<file path="src/logic/ccr_pkg.sv">
package ccr_pkg;
   // ***********************************************
   // Command word fields
   // ***********************************************
   localparam int DEV_ADDR_HI = 15;
   localparam int DEV_ADDR_LO = 13;
   localparam int RW_BIT = 12;
   localparam int REG_ADDR_HI = 11;
   localparam int REG_ADDR_LO = 9;
   localparam int DATA_HI = 7;
   localparam int DATA_LO = 0;
   localparam logic [2:0] STANDALONE_ADDR = 3'h0;
   // ***********************************************
   // Register numbers and reset values
   // ***********************************************
   localparam logic [2:0] REG_NOP = 3'h0;
   localparam logic [2:0] REG_INPUT_PATH = 3'h1;
   localparam logic [2:0] REG_POWER_CLOCK = 3'h2;
   localparam logic [2:0] REG_TEST_CHANNEL = 3'h3;
   localparam logic [2:0] REG_GAIN = 3'h4;
   localparam logic [7:0] RESET_VALUE = 8'h00;
   // ***********************************************
   // Control 1 bits
   // ***********************************************
   localparam int C1_OVF = 7;
   localparam int C1_RX_AMP = 6;
   localparam int C1_AAF_BYP = 5;
   localparam int C1_AUX_SEL = 4;
   localparam int C1_SW_RESET = 3;
   localparam int C1_FIR_BYP = 2;
   localparam int C1_TX_AMP = 1;
   localparam int C1_DAC16 = 0;
   // ***********************************************
   // Control 2 bits
   // ***********************************************
   localparam int C2_LOW_POWER = 7;
   localparam int C2_MOD_STOP = 6;
   localparam int C2_RSVD = 5;
   localparam logic [5:0] DIV_WHEN_ZERO = 6'h20;
   // ***********************************************
   // Control 3 bits
   // ***********************************************
   localparam int C3_MODE_HI = 7;
   localparam int C3_MODE_LO = 6;
   localparam int C3_CONT = 5;
   localparam int C3_FLAG_SRC = 4;
   localparam int C3_FLAG_VAL = 3;
   localparam int C3_CHAN_HI = 2;
   localparam int C3_CHAN_LO = 1;
   localparam int C3_ADC16 = 0;
   localparam logic [1:0] MODE_EVENT = 2'h3;
   localparam logic [1:0] CHAN_ADC_OFF = 2'h1;
   localparam logic [1:0] CHAN_DAC_OFF = 2'h2;
   localparam logic [1:0] CHAN_PWR_DOWN = 2'h3;
   localparam logic [3:0] GAIN_MUTE = 4'hf;
endpackage

</file>
<file path="src/logic/ccr_bank.sv">
`timescale 1ns/1ns
module ccr_bank (
   input wire logic clock_in,
   input wire logic arst_n_in,
   input wire logic cmd_valid_in,
   input wire logic [15:0] cmd_word_in,
   input wire logic [2:0] own_addr_in,
   input wire logic cascade_master_in,
   input wire logic overflow_in,
   input wire logic comm_flag_in,
   output logic rd_valid_out,
   output logic [15:0] rd_word_out,
   output logic soft_reset_out,
   output logic rx_amp_en_out,
   output logic aux_input_sel_out,
   output logic aaf_bypass_out,
   output logic fir_bypass_out,
   output logic tx_amp_en_out,
   output logic dac_16bit_out,
   output logic low_power_out,
   output logic mod_stop_out,
   output logic [5:0] clk_div_out,
   output logic analog_loop_out,
   output logic digital_loop_out,
   output logic event_monitor_out,
   output logic cont_xfer_out,
   output logic flag_pin_out,
   output logic adc_en_out,
   output logic dac_en_out,
   output logic power_down_out,
   output logic adc_16bit_out,
   output logic [3:0] adc_gain_out,
   output logic [3:0] dac_gain_out,
   output logic adc_mute_out,
   output logic dac_mute_out
);
   // ***********************************************
   // State
   // ***********************************************
   typedef struct packed {
      logic [7:0] c1;
      logic [7:0] c2;
      logic [7:0] c3;
      logic [7:0] c4;
      logic ovf;
      logic srst;
      logic rd_valid;
      logic [15:0] rd_word;
      logic rx_amp;
      logic aux_sel;
      logic aaf_byp;
      logic fir_byp;
      logic tx_amp;
      logic dac16;
      logic low_pwr;
      logic mod_stop;
      logic [5:0] div;
      logic aloop;
      logic dloop;
      logic evmon;
      logic cont;
      logic flag;
      logic adc_en;
      logic dac_en;
      logic pdn;
      logic adc16;
      logic [3:0] again;
      logic [3:0] dgain;
      logic amute;
      logic dmute;
   } ccr_state_s;

   ccr_state_s st_q;
   ccr_state_s st_d;

   // Decoded divider value, zero field means 32
   function automatic logic [5:0] ccr_div(input logic [4:0] f);
      ccr_div = (f == 5'h00) ? ccr_pkg::DIV_WHEN_ZERO : {1'b0, f};
   endfunction

   logic addr_hit;
   logic is_write;
   logic [2:0] reg_no;
   logic [7:0] payload;
   logic [7:0] rd_data;
   logic [7:0] c3_eff;

   // ***********************************************
   // Command decode
   // ***********************************************
   always_comb begin
      // Stand-alone parts are strapped to address 000
      addr_hit = cmd_valid_in &&
         (cmd_word_in[ccr_pkg::DEV_ADDR_HI:ccr_pkg::DEV_ADDR_LO] == own_addr_in);
      is_write = !cmd_word_in[ccr_pkg::RW_BIT];
      reg_no = cmd_word_in[ccr_pkg::REG_ADDR_HI:ccr_pkg::REG_ADDR_LO];
      payload = cmd_word_in[ccr_pkg::DATA_HI:ccr_pkg::DATA_LO];
   end

   // ***********************************************
   // Next state
   // ***********************************************
   always_comb begin
      st_d = st_q;
      st_d.rd_valid = 1'b0;
      st_d.srst = 1'b0;
      // Overflow is sticky until control 1 is read; a new event wins
      if (addr_hit && !is_write && reg_no == ccr_pkg::REG_INPUT_PATH) begin
         st_d.ovf = 1'b0;
      end
      if (overflow_in) begin
         st_d.ovf = 1'b1;
      end
      rd_data = 8'h00;
      case (reg_no)
         ccr_pkg::REG_INPUT_PATH: rd_data = {st_q.ovf, st_q.c1[6:0]};
         ccr_pkg::REG_POWER_CLOCK: rd_data = st_q.c2;
         ccr_pkg::REG_TEST_CHANNEL: rd_data = st_q.c3;
         ccr_pkg::REG_GAIN: rd_data = st_q.c4;
         default: rd_data = 8'h00;
      endcase
      if (addr_hit && is_write) begin
         case (reg_no)
            ccr_pkg::REG_INPUT_PATH: begin
               st_d.c1 = {1'b0, payload[6:4], 1'b0, payload[2:0]};
               st_d.srst = payload[ccr_pkg::C1_SW_RESET];
            end
            ccr_pkg::REG_POWER_CLOCK: begin
               st_d.c2 = payload;
               st_d.c2[ccr_pkg::C2_RSVD] = 1'b0;
            end
            ccr_pkg::REG_TEST_CHANNEL: st_d.c3 = payload;
            ccr_pkg::REG_GAIN: st_d.c4 = payload;
            default: st_d.c1 = st_q.c1;
         endcase
      end else if (addr_hit) begin
         st_d.rd_valid = 1'b1;
         st_d.rd_word = {cmd_word_in[15:8], rd_data};
      end
      // Software reset restores every control register
      if (st_q.srst) begin
         st_d.c1 = ccr_pkg::RESET_VALUE;
         st_d.c2 = ccr_pkg::RESET_VALUE;
         st_d.c3 = ccr_pkg::RESET_VALUE;
         st_d.c4 = ccr_pkg::RESET_VALUE;
      end
      c3_eff = st_d.c3;
      st_d.rx_amp = st_d.c1[ccr_pkg::C1_RX_AMP];
      st_d.aux_sel = st_d.c1[ccr_pkg::C1_AUX_SEL] | st_d.c1[ccr_pkg::C1_RX_AMP];
      st_d.aaf_byp = st_d.c1[ccr_pkg::C1_AAF_BYP];
      st_d.fir_byp = st_d.c1[ccr_pkg::C1_FIR_BYP];
      st_d.tx_amp = st_d.c1[ccr_pkg::C1_TX_AMP];
      st_d.dac16 = st_d.c1[ccr_pkg::C1_DAC16];
      st_d.low_pwr = st_d.c2[ccr_pkg::C2_LOW_POWER];
      st_d.mod_stop = st_d.c2[ccr_pkg::C2_MOD_STOP];
      st_d.div = ccr_div(st_d.c2[4:0]);
      st_d.aloop = c3_eff[7:6] == 2'h1;
      st_d.dloop = c3_eff[7:6] == 2'h2;
      // Event monitor only takes effect during write cycles
      st_d.evmon = (c3_eff[7:6] == ccr_pkg::MODE_EVENT) && addr_hit && is_write;
      st_d.cont = c3_eff[ccr_pkg::C3_CONT] && cascade_master_in;
      st_d.flag = c3_eff[ccr_pkg::C3_FLAG_SRC] ? c3_eff[ccr_pkg::C3_FLAG_VAL]
                                              : comm_flag_in;
      st_d.pdn = c3_eff[2:1] == ccr_pkg::CHAN_PWR_DOWN;
      st_d.adc_en = !(c3_eff[2:1] == ccr_pkg::CHAN_ADC_OFF) && !st_d.pdn;
      st_d.dac_en = !(c3_eff[2:1] == ccr_pkg::CHAN_DAC_OFF) && !st_d.pdn;
      st_d.adc16 = c3_eff[ccr_pkg::C3_ADC16];
      st_d.again = st_d.c4[7:4];
      st_d.dgain = st_d.c4[3:0];
      st_d.amute = st_d.c4[7:4] == ccr_pkg::GAIN_MUTE;
      st_d.dmute = st_d.c4[3:0] == ccr_pkg::GAIN_MUTE;
   end

   always_ff @(posedge clock_in or negedge arst_n_in) begin
      if (!arst_n_in) begin
         st_q <= '0;
         st_q.div <= ccr_pkg::DIV_WHEN_ZERO;
         st_q.adc_en <= 1'b1;
         st_q.dac_en <= 1'b1;
      end else begin
         st_q <= st_d;
      end
   end

   // ***********************************************
   // Outputs
   // ***********************************************
   assign rd_valid_out = st_q.rd_valid;
   assign rd_word_out = st_q.rd_word;
   assign soft_reset_out = st_q.srst;
   assign rx_amp_en_out = st_q.rx_amp;
   assign aux_input_sel_out = st_q.aux_sel;
   assign aaf_bypass_out = st_q.aaf_byp;
   assign fir_bypass_out = st_q.fir_byp;
   assign tx_amp_en_out = st_q.tx_amp;
   assign dac_16bit_out = st_q.dac16;
   assign low_power_out = st_q.low_pwr;
   assign mod_stop_out = st_q.mod_stop;
   assign clk_div_out = st_q.div;
   assign analog_loop_out = st_q.aloop;
   assign digital_loop_out = st_q.dloop;
   assign event_monitor_out = st_q.evmon;
   assign cont_xfer_out = st_q.cont;
   assign flag_pin_out = st_q.flag;
   assign adc_en_out = st_q.adc_en;
   assign dac_en_out = st_q.dac_en;
   assign power_down_out = st_q.pdn;
   assign adc_16bit_out = st_q.adc16;
   assign adc_gain_out = st_q.again;
   assign dac_gain_out = st_q.dgain;
   assign adc_mute_out = st_q.amute;
   assign dac_mute_out = st_q.dmute;

   // ***********************************************
   // Checks
   // ***********************************************
   property p_addr_match;
      @(posedge clock_in) disable iff (!arst_n_in)
      (cmd_valid_in && cmd_word_in[12] && cmd_word_in[15:13] != own_addr_in)
         |=> !rd_valid_out;
   endproperty
   a_addr_match: assert property (p_addr_match) else $error("read answered wrong address");

   property p_read_echo;
      @(posedge clock_in) disable iff (!arst_n_in)
      (addr_hit && !is_write) |=> rd_valid_out && rd_word_out[15:8] == $past(cmd_word_in[15:8]);
   endproperty
   a_read_echo: assert property (p_read_echo) else $error("read answer malformed");

   property p_write_gain;
      @(posedge clock_in) disable iff (!arst_n_in)
      (addr_hit && is_write && reg_no == ccr_pkg::REG_GAIN && !st_q.srst)
         |=> {adc_gain_out, dac_gain_out} == $past(payload);
   endproperty
   a_write_gain: assert property (p_write_gain) else $error("gain write lost");

   property p_srst_pulse;
      @(posedge clock_in) disable iff (!arst_n_in)
      soft_reset_out |=> !soft_reset_out || $past(addr_hit && is_write);
   endproperty
   a_srst_pulse: assert property (p_srst_pulse) else $error("reset bit stuck");

   property p_aux_force;
      @(posedge clock_in) disable iff (!arst_n_in)
      rx_amp_en_out |-> aux_input_sel_out;
   endproperty
   a_aux_force: assert property (p_aux_force) else $error("aux not forced");

   property p_div_zero;
      @(posedge clock_in) disable iff (!arst_n_in)
      (st_q.c2[4:0] == 5'h00) |-> clk_div_out == 6'h20;
   endproperty
   a_div_zero: assert property (p_div_zero) else $error("divider zero wrong");

   property p_ovf_sticky;
      @(posedge clock_in) disable iff (!arst_n_in)
      overflow_in |=> st_q.ovf;
   endproperty
   a_ovf_sticky: assert property (p_ovf_sticky) else $error("overflow lost");

   property p_pdn;
      @(posedge clock_in) disable iff (!arst_n_in)
      power_down_out |-> !adc_en_out && !dac_en_out;
   endproperty
   a_pdn: assert property (p_pdn) else $error("power down leaves channels on");

   property p_cont_master;
      @(posedge clock_in) disable iff (!arst_n_in)
      cont_xfer_out |-> $past(cascade_master_in);
   endproperty
   a_cont_master: assert property (p_cont_master) else $error("continuous on slave");

   property p_evmon_write;
      @(posedge clock_in) disable iff (!arst_n_in)
      event_monitor_out |-> $past(addr_hit && is_write);
   endproperty
   a_evmon_write: assert property (p_evmon_write) else $error("monitor without write");

   c_read: cover property (@(posedge clock_in) disable iff (!arst_n_in) rd_valid_out);
   c_srst: cover property (@(posedge clock_in) disable iff (!arst_n_in) soft_reset_out);
   c_evmon: cover property (@(posedge clock_in) disable iff (!arst_n_in) event_monitor_out);
   c_ovf_race: cover property (@(posedge clock_in) disable iff (!arst_n_in)
      overflow_in && addr_hit && !is_write && reg_no == ccr_pkg::REG_INPUT_PATH);
endmodule

</file>
<file path="config.mk">
export PLATFORM = sky130hd
export DESIGN_NAME = ccr_bank
export DESIGN_NICKNAME = d
export VERILOG_FILES = /design/src/logic/ccr_pkg.sv /design/src/logic/ccr_bank.sv
export SDC_FILE = /design/constraint.sdc
export NUM_CORES = 1
export LEC_CHECK = 0
export BUFFER_PORTS_ARGS = -buffer_cell sky130_fd_sc_hd__buf_2
export CELL_PAD_IN_SITES_DETAIL_PLACEMENT = 1
export CELL_PAD_IN_SITES_GLOBAL_PLACEMENT = 1
export CORE_AREA = 3 3 91 93
export CTS_CLUSTER_SIZE = 25
export DETAILED_ROUTE_END_ITERATION = 10
export DIE_AREA = 0 0 94 96
export GPL_TIMING_DRIVEN = 0
export PLACE_DENSITY = 0.8
export SLEW_MARGIN = 20
export SYNTH_ARGS = -nofsm -noshare
export SYNTH_HDL_FRONTEND = slang
export SYNTH_SLANG_ARGS = --single-unit
</file>
<file path="constraint.sdc">
create_clock -name clock_in -period 1.9 [get_ports clock_in]
set_clock_uncertainty 0.15 [all_clocks]
set_input_delay 0.38 -clock clock_in [delete_from_list [all_inputs] [get_ports clock_in]]
set_output_delay 0.38 -clock clock_in [all_outputs]
set_load 0.02 [all_outputs]
</file>
=== After elaboration in Yosys (flattened, before gate mapping) ===
Cells that the tools add are included.

* Add/sub/neg operators: 0
* $mul: 0
* Div/mod/pow operators: 0
* $lt $le $gt $ge: 0
* Eq/ne operators: 13
* Shift-type cells: 0
* Mux-type cells: 15
* Bitwise operators: 2
* Reductions and logical operators: 21

{| class="wikitable"
|+ Operators by type and width
! kind !! number
|-
| $mux 31 || 2
|-
| $mux 17 || 2
|-
| $pmux 8 s4 || 1
|-
| $mux 8 || 3
|-
| $logic_and 1x1->1 || 9
|-
| $eq 2x2->1 const B || 4
|-
| $eq 4x4->1 const B || 2
|-
| $reduce_bool 2->1 || 4
|-
| $mux 7 || 1
|-
| $eq 3x2->1 const B || 2
|-
| $mux 6 || 1
|-
| $reduce_and 2->1 || 3
|-
| $logic_not 5->1 || 1
|-
| $mux 1 || 5
|-
| $eq 2x1->1 const B || 2
|-
| $logic_not 1->1 || 4
|-
| $eq 3x1->1 const B || 1
|-
| $eq 3x3->1 || 1
|-
| $eq 3x3->1 const B || 1
|-
| $not 1->1 || 1
|-
| $or 1x1->1 || 1
|}

* Register bits: 83
* Latch bits: 0
* Memory bits (writable): 0
* Bits in read-only memories: 0
* Bits of input ports: 25
* Word-level logic and storage cells: 83
* Memories kept: 0

=== Longest topological paths before layout ===
* Depth in word-level cells: 8
* Mapped depth: 7
* Mapped depth without buffers: 5

=== Worst setup path before layout ===
Ideal clock, no wire load.

* Kind: input to register
* From: in own_addr_in[0]
* To: reg st_q, in the netlist adc_en_out
* Data arrival time: 1.770 ns
* Required time: 1.668 ns
* Path slack: -0.102 ns
* Stages on the path: 6
* Buffers on the path: 1
* Cells stage by stage: xnor2_1 > nand4_4 > or4_4 > buf_6 > mux2i_1 > or2_1

{| class="wikitable"
|+ RTL lines
! item !! line !! source
|-
| from (decl) || ccr_bank.sv:7 || <nowiki>input wire logic [2:0] own_addr_in,</nowiki>
|-
| to (signal assigned) || ccr_bank.sv:181 || <nowiki>st_q <= st_d;</nowiki>
|-
| to (decl) || ccr_bank.sv:73 || <nowiki>ccr_state_s st_q;</nowiki>
|}

==> impl_metrics.ini <==
[floorplanning]
io_pins = 76
die_h_um = 96
core_um2 = 7610
std_cell_rows = 32
die_w_um = 94
initial_core_util = 0.407
dieArea_um2 = 9020

[logic_synthesis]
ys_async_sr_fraction = 1.00
ys_ff_latch = 64
syn_area_um2 = 3090
syn-instance-count = 280
yosysSeqAreaShare = 0.519
synth_cell_types = 43
synth_flop_cell = dfrtp_1
synth.avg_cell_area_um2 = 11.1
synth_warnings = 0
syn_nets = 305
synth-edff-count = 0

[setup_path]
critPathMaxStageDelay_ns = 0.54
r2r_cells = 3
r2r_start = soft_reset_out
r2r_setup_slack_ns = 0.23
worstPathMaxFanout = 8
cp-start-kind = input pin
cp_cell_sequence = buf_2, xnor2_2, nand4_4, or4_4, buf_6, mux2i_1, or2_1
end_kind = register
critical_path_arrival_ns = 1.94
path_class = in -> reg
crit_required_ns = 2.03
r2r-end = st_q[71]
slowest_stage = or4_4

[clocking]
clock_sinks = 64
clock_latency_ns = 0.35
cts_buffers = 9
path_clk_slew_ns = 0.08
clockBufferDepth = 2
htree_levels = 3
cts_root_buf = clkbuf_8
tritoncts = yes

[grt]
gr-usage-met1 = 0.244
antenna_found_initial = 0
grt_pass1_vias = 2544
grt-ovfl-total = 0
top_usage_layer = met2
grtUsageTotal = 0.193
grt_pass1_wl_um = 13000
met3_usage = 0.0367
met2_usage = 0.322
grt_max_degree = 34

[final_layout]
finish.utilization = 0.514
finish.net_count = 400
area_delta_synth_final_pct = 26.4
final_layout_size_suffix_gt1_frac = 0.403
diodes = 0
stdcell_area_um2 = 3910
layout.cells.non_filler = 482

[power]
power_frac_seq = 0.433
peakVddDrop_v = 0.000501
power_frac_clock = 0.288
power_density_nw_per_um2 = 1030
combPwrFrac = 0.279
leakage_nw = 1.97
intPower_mw = 2.77
sw_frac_of_total = 0.313
p_switching_mw = 1.26

[detailed_routing]
viasPerCell = 5.10
vias = 2460
wl_per_cell_um = 17.4
final_antenna_net_count = 0
first_iter_violations = 80
wl_um = 8360
drc = 0
firstDrtPassIters = 4

[sta]
final.min_clock_period_ns = 1.81
finalSetupViolCount = 0
max_freq_mhz = 552
rsz0062_at_grt = no
final-hold-violation-count = 0
period_share = 0.953
slew_viol_final = 0
tightest_slew_ns = 0.601
fin_tns_setup_ns = 0
finalWorstSetupSlack_ns = 0.0888
relSlewSlack = 0.599

[place]
placed_area_um2 = 3640
dp_slack_ns = -0.403
gp_congestion = 0.826
io_buffers = 74
placed_cells = 457
place_hpwl_um = 6140

[hold_path]
holdPathStages = 2
hp-class = in -> reg
worstHoldStart = overflow_in
holdPathEnd = st_q[51]

[outcome]
status = finished, final reports clean

[run]
max_cap_violations = 0
==> cell usage in the layout, fill, tap and decap left out, types with 6 or more instances in the layout <==
cell | netlist | layout
mux2i_1 | 32 | 32
buf_4 | 30 | 40
dfrtp_1 | 61 | 61
nor2_1 | 41 | 41
a21oi_1 | 11 | 11
a22oi_1 | 6 | 6
clkbuf_8 | 0 | 10
nand2_1 | 10 | 10
buf_2 | 4 | 76
o21a_1 | 6 | 6
mux2_2 | 8 | 8
clkbuf_1 | 11 | 14
==> area by class of cell <==
cell class / instances / area, µm²
clock buffers: 13 / 149
fillers: 848 / 3690
well taps: 102 / 128
repair buffers: 84 / 463
multi-input cells: 167 / 1210
flip-flops and latches: 64 / 1610
clock inverters: 3 / 42.5
inverters: 3 / 11.3
plain buffers: 46 / 300
==> worst max-delay path, delay by kind of cell <==
family | cells | cell delay (ns)
buffers and inverters | 2 | 0.26
multiplexers | 1 | 0.12
AND/OR/NAND/NOR | 3 | 0.97
XOR/XNOR | 1 | 0.19
==> logic make-up (layout without fill, tap and decap cells) <==
kind of cell / count (synthesis) / in the layout / share of synthesized area
buffers and inverters: 49 / 149 / 0.0999
xor gates and xnor gates: 3 / 3 / 0.00849
muxes: 40 / 40 / 0.133
AOI/OAI and AO/OA: 37 / 37 / 0.0829
and+or+nand+nor: 87 / 87 / 0.157
DFF: 64 / 64 / 0.519
==> metal layers <==
metal / part of all wire / up-vias
li1: - / 1134
met1: 0.45 / 1240
met2: 0.48 / 72
met3: 0.048 / 14
met4: 0.020 / 0
met5: 0 / -
==> synth_stat cells (4+ instances only) <==
library cell,count,area share
o21a_1,6,0.015
a22oi_1,6,0.015
buf_2,4,0.0065
nand2_1,10,0.012
mux2_2,8,0.029
dfrtp_1,61,0.49
nand3_1,4,0.0065
clkbuf_1,11,0.013
nand3b_1,4,0.0097
a21oi_1,11,0.018
buf_4,30,0.073
o221ai_1,5,0.014
nor2_1,41,0.050
mux2i_1,32,0.10
==> power groups by stage <==
stage	clock (mW)	combinational (mW)	sequential [mW]
CTS	1.19	1.14	1.75
global placement	0	1.09	1.76
global route	1.23	1.23	1.78
floorplan	0	0.740	1.78
detailed placement	0	1.13	1.77
finish	1.16	1.13	1.75
==> sequential cells by signal (all words and copies together) (netlist names), 3 cells and up <==
name	count
rd_word_out	16
clk_div_out	5
dac_gain_out	3
st_q	23
adc_gain_out	4
==> metrics by stage <==
stage / hold slack [ns] / power (mW)
6_report: 0.0783 / 4.04
5_1_grt: 0.0804 / 4.24
4_1_cts: 0.0688 / 4.08
3_5_place_dp: 0.201 / 2.91
3_3_place_gp: 0.302 / 2.86
2_1_floorplan: -0.0656 / 2.52
==> repair_timing <==
action / CTS / global route
setup buffers: 0 / 8
hold buffers: 1 / 0
pin swaps: 1 / 2
endpoints found under the hold margin: 30 / 0
gates resized for setup: 1 / 2
setup endpoints to repair: 4 / 30
==> worst max path at each step <==
stage	slack (ns)	cells past startpoint	startpoint	end
global placement	-0.37	6	own_addr_in[1]	flag_pin_out
global route	0.01	7	own_addr_in[1]	adc_en_out
finish	0.09	7	own_addr_in[0]	adc_en_out
detailed placement	-0.40	6	own_addr_in[1]	flag_pin_out
floorplan	-0.04	6	own_addr_in[0]	adc_en_out
CTS	0.006	7	own_addr_in[1]	rd_word_out[4]
(Power assumes the default switching activity.)
